==> src/logic/jump_barrier_map.vh <==
`ifndef JUMP_BARRIER_MAP_VH
`define JUMP_BARRIER_MAP_VH

// instruction fields
`define OP_MSB 31
`define OP_LSB 26
`define TREG_MSB 25
`define TREG_LSB 21
`define ZERO_MSB 20
`define ZERO_LSB 16
`define LREG_MSB 15
`define LREG_LSB 11
`define BARRIER_BIT 10
`define FUNCT_MSB 5
`define FUNCT_LSB 0
`define INDEX_MSB 25
`define INDEX_LSB 0

// encodings
`define OPC_SPECIAL 6'h00
`define OPC_REGION_CALL 6'h1D
`define FUNCT_LINK_JUMP 6'h09
`define RETURN_REG 5'h1F
`define LINK_OFFSET 32'h00000008
`define SLOT_OFFSET 32'h00000004
`define REGION_SHIFT 2
`define REGION_BITS 28

// status bits
`define ST_ADDR_ERR 0
`define ST_RESV_INSTR 1
`define ST_BARRIER 2
`define ST_WIDTH 3

// register offsets
`define REG_STATUS 4'h0
`define REG_MASK 4'h4
`define REG_CONFIG 4'h8
`define REG_STATE 4'hC

// reset values
`define MASK_RESET 3'h0
`define CONFIG_RESET 1'h0

`endif

==> src/logic/jump_target_check.v <==
`timescale 1ns/100ps
`default_nettype none

// fetch-time alignment check of a redirect target
module jump_target_check (
    // target
    input wire [31:0] i_target,
    input wire i_isa_sel,
    // configuration
    input wire i_compressed,
    // result
    output reg o_addr_err
);

always @* begin
    if (i_compressed) begin
        o_addr_err = (i_isa_sel == 1'b0) && i_target[1];
    end else begin
        o_addr_err = |i_target[1:0];
    end
end

endmodule // jump_target_check

`default_nettype wire

==> src/logic/jump_link_hazard_barrier.v <==
// How it works
// - barrier jump: link-jump funct with bit 10
// - link register gets jump address plus 8
// - delay slot runs before the redirect
// - compressed: register target bit 0 cleared, mode loaded
// - hazards cleared before the target fetch
// - barrier jump legal in every mode
// - delay slot hazards are not covered
// - plain core: low two bits fault
// - compressed: bit0 zero, bit1 one faults
// - region call: index shifted into region
// - region call links r31 with mode bit
// - region call toggles the mode
// - region call targets word aligned only
// - region call reserved without compressed set
`timescale 1ns/100ps
`default_nettype none
`include "jump_barrier_map.vh"

module jump_link_hazard_barrier (
    // clock and reset
    input wire i_clk,
    input wire i_nrst,
    // instruction stream
    input wire i_instr_valid,
    input wire [31:0] i_instr,
    input wire [31:0] i_pc,
    // register file read
    output wire [4:0] o_rd_addr,
    input wire [31:0] i_rd_data,
    // register file write
    output reg o_wr_en,
    output reg [4:0] o_wr_addr,
    output reg [31:0] o_wr_data,
    // fetch redirect
    output reg o_redirect,
    output reg [31:0] o_redirect_pc,
    output reg o_isa_sel,
    output reg o_addr_err,
    output reg o_resv_instr,
    // hazard barrier
    output reg o_clear_hazards,
    output wire o_slot_pending,
    // software port
    input wire [3:0] i_addr,
    input wire [31:0] i_wdata,
    input wire i_wr,
    input wire i_rd,
    output reg [31:0] o_rdata,
    output wire o_irq
);

// ---------------------------------------------------------------
// decode
// ---------------------------------------------------------------
function is_link_jump;
    input [31:0] ins;
    begin
        is_link_jump = (ins[`OP_MSB:`OP_LSB] == `OPC_SPECIAL) &&
            (ins[`FUNCT_MSB:`FUNCT_LSB] == `FUNCT_LINK_JUMP);
    end
endfunction

function is_region_call;
    input [31:0] ins;
    begin
        is_region_call = (ins[`OP_MSB:`OP_LSB] == `OPC_REGION_CALL);
    end
endfunction

// register offset match, shared by the read and write decoders
function reg_hit;
    input [3:0] addr;
    input [3:0] offset;
    begin
        reg_hit = (addr == offset);
    end
endfunction

wire link_jump = i_instr_valid && is_link_jump(i_instr);
// no privilege check: legal in every mode
wire barrier_jump = link_jump && i_instr[`BARRIER_BIT];
wire region_call = i_instr_valid && is_region_call(i_instr);

reg compressed_isa_present_reg;
reg isa_reg;

assign o_rd_addr = i_instr[`TREG_MSB:`TREG_LSB];

// ---------------------------------------------------------------
// delay slot state
// ---------------------------------------------------------------
localparam ST_IDLE = 1'b0;
localparam ST_SLOT = 1'b1;
reg state_reg;
reg state_next;
wire slot_reg = (state_reg == ST_SLOT);
reg [31:0] tgt_reg;
reg tgt_isa_reg;
reg barrier_reg;
reg [31:0] slot_pc_reg;

wire slot_done = slot_reg && i_instr_valid;
assign o_slot_pending = slot_reg;

// register jump target: bit 0 selects the mode when compressed code exists
function [32:0] reg_jump;
    input [31:0] value;
    input compressed;
    input mode;
    begin
        if (compressed) begin
            reg_jump = {value[0], value[31:1], 1'b0};
        end else begin
            reg_jump = {mode, value};
        end
    end
endfunction

wire [32:0] reg_jump_word = reg_jump(i_rd_data, compressed_isa_present_reg,
    isa_reg);
wire [31:0] reg_target = reg_jump_word[31:0];
wire reg_isa = reg_jump_word[32];

// region call target: upper bits from the delay slot address
wire [31:0] slot_addr = i_pc + `SLOT_OFFSET;
wire [31:0] region_target = {slot_addr[31:`REGION_BITS],
    i_instr[`INDEX_MSB:`INDEX_LSB], 2'b00};

// return links: second instruction after the jump
wire [31:0] plain_link = i_pc + `LINK_OFFSET;
wire [31:0] region_link = {plain_link[31:1], isa_reg};

wire chk_err;

jump_target_check u_check (
    .i_target(tgt_reg),
    .i_isa_sel(tgt_isa_reg),
    .i_compressed(compressed_isa_present_reg),
    .o_addr_err(chk_err)
);

wire resv = region_call && !compressed_isa_present_reg;

// ---------------------------------------------------------------
// jump capture: target and mode held for the slot
// ---------------------------------------------------------------
wire take_link = !slot_reg && link_jump;
wire take_region = !slot_reg && !resv && region_call;

always @(posedge i_clk or negedge i_nrst) begin
    if (!i_nrst) begin
        tgt_reg <= 32'h00000000;
        tgt_isa_reg <= 1'b0;
        barrier_reg <= 1'b0;
        slot_pc_reg <= 32'h00000000;
    end else if (take_link) begin
        tgt_reg <= reg_target;
        tgt_isa_reg <= reg_isa;
        // latched at the jump, so slot hazards stay outside
        barrier_reg <= barrier_jump;
        slot_pc_reg <= slot_addr;
    end else if (take_region) begin
        tgt_reg <= region_target;
        tgt_isa_reg <= ~isa_reg;
        barrier_reg <= 1'b0;
        slot_pc_reg <= slot_addr;
    end
end

// ---------------------------------------------------------------
// delay slot sequencer
// ---------------------------------------------------------------
always @* begin
    state_next = state_reg;
    case (state_reg)
        ST_IDLE: begin
            if (take_link || take_region) begin
                state_next = ST_SLOT;
            end
        end
        ST_SLOT: begin
            if (i_instr_valid) begin
                state_next = ST_IDLE;
            end
        end
        default: begin
            state_next = ST_IDLE;
        end
    endcase
end

always @(posedge i_clk or negedge i_nrst) begin
    if (!i_nrst) begin
        state_reg <= ST_IDLE;
    end else begin
        state_reg <= state_next;
    end
end

// ---------------------------------------------------------------
// link write
// ---------------------------------------------------------------
always @(posedge i_clk or negedge i_nrst) begin
    if (!i_nrst) begin
        o_wr_en <= 1'b0;
        o_wr_addr <= 5'h00;
        o_wr_data <= 32'h00000000;
    end else begin
        o_wr_en <= take_link || take_region;
        if (take_link) begin
            o_wr_addr <= i_instr[`LREG_MSB:`LREG_LSB];
            o_wr_data <= plain_link;
        end else if (take_region) begin
            o_wr_addr <= `RETURN_REG;
            o_wr_data <= region_link;
        end
    end
end

// ---------------------------------------------------------------
// redirect after the slot instruction
// ---------------------------------------------------------------
always @(posedge i_clk or negedge i_nrst) begin
    if (!i_nrst) begin
        o_redirect <= 1'b0;
        o_redirect_pc <= 32'h00000000;
        o_isa_sel <= 1'b0;
        isa_reg <= 1'b0;
        o_addr_err <= 1'b0;
        o_clear_hazards <= 1'b0;
    end else begin
        o_redirect <= slot_done;
        o_addr_err <= slot_done && chk_err;
        o_clear_hazards <= slot_done && barrier_reg;
        if (slot_done) begin
            o_redirect_pc <= tgt_reg;
            o_isa_sel <= tgt_isa_reg;
            isa_reg <= tgt_isa_reg;
        end
    end
end

// ---------------------------------------------------------------
// reserved instruction
// ---------------------------------------------------------------
always @(posedge i_clk or negedge i_nrst) begin
    if (!i_nrst) begin
        o_resv_instr <= 1'b0;
    end else begin
        o_resv_instr <= !slot_reg && resv;
    end
end

// ---------------------------------------------------------------
// status, mask and configuration
// ---------------------------------------------------------------
reg [`ST_WIDTH-1:0] status_reg;
reg [`ST_WIDTH-1:0] mask_reg;
wire [`ST_WIDTH-1:0] events = {o_clear_hazards, o_resv_instr, o_addr_err};
wire rd_status = i_rd && reg_hit(i_addr, `REG_STATUS);
wire wr_mask = i_wr && reg_hit(i_addr, `REG_MASK);
wire wr_config = i_wr && reg_hit(i_addr, `REG_CONFIG);
wire [`ST_WIDTH-1:0] status_next;

// per bit: a new event wins over the clear by read
genvar gi;
generate
    for (gi = 0; gi < `ST_WIDTH; gi = gi + 1) begin : g_status
        assign status_next[gi] = events[gi] | (status_reg[gi] & ~rd_status);
    end
endgenerate

always @(posedge i_clk or negedge i_nrst) begin
    if (!i_nrst) begin
        status_reg <= {`ST_WIDTH{1'b0}};
    end else begin
        status_reg <= status_next;
    end
end

always @(posedge i_clk or negedge i_nrst) begin
    if (!i_nrst) begin
        mask_reg <= `MASK_RESET;
    end else if (wr_mask) begin
        mask_reg <= i_wdata[`ST_WIDTH-1:0];
    end
end

always @(posedge i_clk or negedge i_nrst) begin
    if (!i_nrst) begin
        compressed_isa_present_reg <= `CONFIG_RESET;
    end else if (wr_config) begin
        compressed_isa_present_reg <= i_wdata[0];
    end
end

// ---------------------------------------------------------------
// read data
// ---------------------------------------------------------------
function [31:0] read_word;
    input [3:0] addr;
    input [`ST_WIDTH-1:0] status;
    input [`ST_WIDTH-1:0] mask;
    input config_bit;
    input mode_bit;
    input pending_bit;
    begin
        case (addr)
            `REG_STATUS: read_word = {29'h00000000, status};
            `REG_MASK: read_word = {29'h00000000, mask};
            `REG_CONFIG: read_word = {31'h00000000, config_bit};
            `REG_STATE: read_word = {30'h00000000, mode_bit, pending_bit};
            default: read_word = 32'h00000000;
        endcase
    end
endfunction

wire [31:0] rd_word = read_word(i_addr, status_reg, mask_reg,
    compressed_isa_present_reg, isa_reg, slot_reg);

always @(posedge i_clk or negedge i_nrst) begin
    if (!i_nrst) begin
        o_rdata <= 32'h00000000;
    end else begin
        o_rdata <= i_rd ? rd_word : 32'h00000000;
    end
end

// ---------------------------------------------------------------
// interrupt
// ---------------------------------------------------------------
assign o_irq = |(status_reg & mask_reg);

endmodule // jump_link_hazard_barrier

`default_nettype wire

==> config.mk <==
export PLATFORM = sky130hd
export DESIGN_NAME = jump_link_hazard_barrier
export DESIGN_NICKNAME = d
export VERILOG_FILES = /design/src/logic/jump_target_check.v /design/src/logic/jump_link_hazard_barrier.v
export VERILOG_INCLUDE_DIRS = /design/src /design/src/logic
export SDC_FILE = /design/constraint.sdc
export NUM_CORES = 1
export LEC_CHECK = 0
export BUFFER_PORTS_ARGS = -buffer_cell sky130_fd_sc_hd__clkbuf_2
export CAP_MARGIN = 15
export CORE_ASPECT_RATIO = 0.6
export CORE_MARGIN = 8
export CORE_UTILIZATION = 35
export DETAILED_ROUTE_END_ITERATION = 6
export HOLD_SLACK_MARGIN = 0.1
export PLACE_DENSITY = 0.67
export SLEW_MARGIN = 10
export SYNTH_ARGS = -nofsm -noshare
export SYNTH_HDL_FRONTEND = slang
export SYNTH_SLANG_ARGS = --single-unit
==> constraint.sdc <==
create_clock -name i_clk -period 2.65 [get_ports i_clk]
set_clock_uncertainty 0.05 [all_clocks]
set_input_delay 0.53 -clock i_clk [delete_from_list [all_inputs] [get_ports i_clk]]
set_output_delay 0.53 -clock i_clk [all_outputs]
set_load 0.05 [all_outputs]
==> Word-level counts from Yosys, hierarchy flattened <==
Cells that the tools add are included.
W data, S select, Z words.
{ "word_totals": {"regBits": 120, "in_bits": 137, "word_cells": 77} }
{ "classes": {"add_sub_neg": 2, "n_eq_ne": 5, "n_mux": 17, "bitwise": 11, "reduce_logical": 25} }
{ "op_table": {"columns": ["op", "n"], "rows": [
  ["$mux W32", 4],
  ["$mux W33", 1],
  ["$add A32 B3 Y32 const B", 1],
  ["$add A32 B4 Y32 const B", 1],
  ["$logic_and A1 B1 Y1", 16],
  ["$pmux W3 S4", 1],
  ["$mux W5", 2],
  ["$eq A4 B4 Y1 const B", 2],
  ["$mux W1", 7],
  ["$eq A6 B4 Y1 const B", 1],
  ["$eq A6 B5 Y1 const B", 1],
  ["$logic_not A6 Y1", 1],
  ["$eq A4 B3 Y1 const B", 1],
  ["$logic_not A4 Y1", 1],
  ["$not A1 Y1", 4],
  ["$and A1 B1 Y1", 3],
  ["$and A3 B3 Y3", 1],
  ["$logic_not A1 Y1", 3],
  ["$mux W3", 1],
  ["$or A1 B1 Y1", 3],
  ["$reduce_or A3 Y1", 1],
  ["$pmux W1 S2", 1],
  ["$reduce_bool A2 Y1", 1],
  ["$reduce_or A2 Y1", 1],
  ["$logic_or A1 B1 Y1", 1]
]} }

==> Longest topological paths before layout <==
{ "depth": {"depth_word": 9, "depth_mapped": 7, "mapped_depth_nobuf": 5} }

==> Modules after synthesis <==
From an unflattened synthesis, not the netlist that was laid out.
{ "unflattened": {"hier_cells": 511, "area_unflattened_um2": 5612.9} }
{ "by_module_without_submodules": {"columns": ["module", "instances", "cells_per_inst", "area_per_inst_um2"], "rows": [
  ["jump_link_hazard_barrier", 1, 508, 5596.6],
  ["jump_target_check", 1, 3, 16.3]
]} }

==> Worst setup path before layout <==
OpenSTA, ideal clock, no wires.
{ "synth_timing": {"path_type": "register to register", "from": "reg state_reg, in the netlist o_slot_pending", "to": "reg tgt_reg[0]", "setup_time_ns": 0.122, "t_arrival_ns": 2.320, "t_required_ns": 2.478, "setup_slack_ns": 0.159, "stages_incl_launch_ff": 7, "n_path_buf": 2, "synth_period_minus_slack_ns": 2.491, "path_cell_list": "dfrtp_1 > or4b_4 > nor4_4 > a21oi_2 > buf_2 > buf_6 > a32o_1"} }
{ "synth_via": {"elab_chain_cells": 4} }
{ "synth_lines": {"columns": ["element", "line_no", "source"], "rows": [
  ["from (decl)", "jump_link_hazard_barrier.v:95", "reg state_reg;"],
  ["from (signal assigned)", "jump_link_hazard_barrier.v:197", "state_reg <= state_next;"],
  ["$logic_not A1 Y1 *", "jump_link_hazard_barrier.v:148, jump_link_hazard_barrier.v:149", null],
  ["$logic_and A1 B1 Y1 (2 in series)", "jump_link_hazard_barrier.v:149", "wire take_region = !slot_reg && !resv && region_call;"],
  ["$reduce_bool A2 Y1 (no line)", null, null],
  ["to (signal assigned)", "jump_link_hazard_barrier.v:158", "tgt_reg <= reg_target;"],
  ["to (signal assigned)", "jump_link_hazard_barrier.v:164", "tgt_reg <= region_target;"],
  ["to (decl)", "jump_link_hazard_barrier.v:98", "reg [31:0] tgt_reg;"]
]} }
Every way passes the cells marked *; elsewhere a longest branch is shown, timed or not.
A chain may end at the register's enable or synchronous reset.

==> Final worst setup path <==
{ "layout_timing": {"from": "reg state_reg, in the netlist o_slot_pending", "to": "reg tgt_reg[15]"} }
Same word-level chain as after synthesis.

==> impl_metrics.toml <==
[run_status]
outcome = "completed"

[synthesis]
yosysTopAreaCell = "dfrtp_1"
synthSimpleGateAreaFrac = 0.136
async_flop_share = 1.00
synth.top_cells.by_count = "dfrtp_1, nand2_1, o21ai_0"
synthCells = 525
synthFlopType = "dfrtp_1"
synth_top_area_share = 0.533
synth-xor-area-share = 0.0482
synth_compound_area_frac = 0.0906
synth.avg_cell_area_um2 = 10.7
synthMuxAreaShare = 0.119
synth.most_common_cell = "dfrtp_1"
ys_types = 47
synthTopCellsByArea = "dfrtp_1, mux2_2, nand2_1"
synth_top_family_by_area = "simple AND/OR/NAND/NOR gates"
synth_edf_count = 0
syn_area_um2 = 5640
ys_ff_latch = 120
ys_seq_area_frac = 0.533
yosysWarnings = 0
synth_fa_ha_area_frac = 0.00222

[worst_setup_path]
cpPeakStageDelay_ns = 0.48
crit_path_end_kind = "flip-flop"
start_kind = "flip-flop"
r2r-start = "o_slot_pending$_DFF_PN0_"
path_cells = "or4b_4 > buf_4 > nor4_4 > buf_4 > a21oi_4 > buf_12 > o21ai_0"
worstSetupEndpoint = "tgt_reg[15]$_DFFE_PN0P_"
critPathMaxFanout = 23
timing.rr.end = "tgt_reg[15]$_DFFE_PN0P_"
crit_type = "flip-flop to flip-flop"
reg2reg_slack_ns = 0.35
cp.arrival_ns = 2.56
path_common_cell = "buf_4"
slowest_stage = "or4b_4"
required_ns = 2.91
r2r_cells = 7
startpoint = "o_slot_pending$_DFF_PN0_"

[floorplan]
fp.dieW_um = 180
io_pins = 251
die_h_um = 114
die_area_um2 = 20600
initial_core_util = 0.353
core_um2 = 16000
num_rows = 36

[placement]
numPortBuffers = 192
gp_congestion = 0.826
place_hpwl_mm = 11.9
numPlacedInstances = 918

[worst_hold_path]
min-delay-start = "i_pc[1]"
hold_class = "primary input to flip-flop"

[cts]
cts_tree = "built"
clk_pin_slew_ns = 0.06
cts.sinks = 120
cts_inserted_buffers = 17
htree_levels = 4
ctsRootBufferMaster = "clkbuf_16"
clk-insertion-delay-late_ns = 0.41
clockBufferDepth = 2

[cells_and_area]
fin_cells = 951
layout-drive-gt1-share = 0.392
fillers = 1541
area_delta_synth_final_pct = 31.7
multi_input_area_um2 = 2350
diodes = 0
seq_area_um2 = 3000
final_core_util = 0.464
nNetsFinal = 867

[global_route]
grt_pass1_wl_mm = 24.8
grt-ovfl-total = 0
grt_pass1_vias = 4603
grt_usage = 0.152
grt_max_degree = 44
antenna_found_initial = 0

[timing]
max_freq_mhz = 435
rsz0062_at_grt = "no"
tightest_slew_ns = 0.830
finalCritPeriodShare = 0.868
period_needed_ns = 2.30
whs_ns = 0.269
drv_slew = 0
setup_viol = 0
timing.slew.headroom = 0.446
hold_viol = 0
setup_tns_ns = 0

[route]
viasPerCell = 4.65
wl_mm = 15.4
vias = 4419
drtIter0Drc = 224
drc = 0
final_antenna_net_count = 0
wl_per_cell_um = 16.2
dr.pass1.iters = 4

[pwr]
leakage_nw = 3.94
cellPowerDensity_nw_per_um2 = 647
vdd_drop_max_mv = 0.276
power.total_mw = 4.80

[run]
maxCapViolCount = 0
-- layout by cell type (no fill, tap or decap), types with 3 or more instances in the layout --
| cell | Yosys | final |
|---|---|---|
| clkinv_4 | 0 | 3 |
| clkbuf_16 | 0 | 17 |
| a21oi_1 | 8 | 8 |
| buf_12 | 0 | 6 |
| buf_4 | 34 | 19 |
| dfrtp_1 | 120 | 120 |
| nand3_1 | 10 | 10 |
| clkbuf_2 | 0 | 191 |
| nor4_1 | 3 | 3 |
| o21ai_1 | 9 | 9 |
| xor2_1 | 16 | 16 |
| and3_1 | 7 | 7 |
| and2_0 | 3 | 3 |
| a21o_1 | 5 | 5 |
| o21ai_0 | 49 | 49 |
| clkinvlp_4 | 0 | 3 |
| nand2_1 | 79 | 78 |
| o22a_1 | 5 | 5 |
| mux2_2 | 37 | 37 |
| xnor2_1 | 15 | 15 |
| nor3_1 | 11 | 11 |
| conb_1 | 1 | 29 |
| nand4_1 | 7 | 7 |
| and4_1 | 5 | 5 |
| inv_6 | 0 | 5 |
| a211oi_1 | 5 | 5 |
| nor2_1 | 16 | 16 |
| inv_1 | 7 | 7 |
| mux2i_1 | 23 | 23 |
-- timing repair --
action / CTS / global route
setup buffers: 0 / 0
endpoints found under the hold margin: 38 / 0
endpoints found under the setup margin: 0 / 0
resized for setup: 0 / 0
hold buffers: 1 / 0
-- layout make-up --
| class | count | share of cell area |
|---|---|---|
| clock inverter | 14 | 0.0153 |
| sequential | 120 | 0.405 |
| timing repair buffer | 217 | 0.166 |
| inverter | 7 | 0.00354 |
| tap | 209 | 0.0352 |
| clock buffer | 18 | 0.0592 |
| multi-input combinational | 366 | 0.316 |
-- stage by stage --
step / instance area (µm²) / setup slack, ns
after floorplan: 5740 / 0.159
after global placement: 6860 / 0.0736
after detailed placement: 6860 / 0.0554
after CTS: 7420 / 0.340
after global routing: 7420 / 0.218
final: 7420 / 0.350
-- layer usage --
layer | track usage | up-vias | share of wire
li1 | - | 2167 | -
met1 | 0.202 | 2100 | 0.49
met2 | 0.228 | 144 | 0.44
met3 | 0.0580 | 8 | 0.069
met4 | 0.0381 | 0 | 0.0058
met5 | 0 | - | 0
-- critical path: cells and delay by family (launching register included) --
family	cells	cell delay (ns)
simple gates	2	0.80
compound gates	2	0.34
buf+inv	3	0.63
flops	1	0.37
-- power breakdown --
group | switching (mW) | leakage, nW | internal, mW
Sequential | 0.0613 | 1.65 | 1.94
Clock | 0.892 | 0.266 | 1.24
Combinational | 0.475 | 2.02 | 0.195
Total | 1.43 | 3.94 | 3.37
-- worst min-delay path by stage --
stage | slack (ns) | end | cells after the start
2_1_floorplan | 0.18 | barrier_reg$_DFFE_PN0P_ | 0
3_3_place_gp | 0.39 | status_reg[1]$_DFF_PN0_ | 1
3_5_place_dp | 0.39 | status_reg[1]$_DFF_PN0_ | 1
4_1_cts | 0.25 | o_wr_data[1]$_DFFE_PN0P_ | 3
5_1_grt | 0.26 | o_wr_data[1]$_DFFE_PN0P_ | 3
6_report | 0.27 | o_wr_data[1]$_DFFE_PN0P_ | 3
-- kinds of logic after synthesis --
logic type | after synthesis
compound gates | 88
xor+xnor | 31
fa+ha+maj | 1
buf+inv | 67
flops | 120
mux | 61
other cells | 1
simple gates | 156
Note: power is estimated with default switching activity, not from simulation.
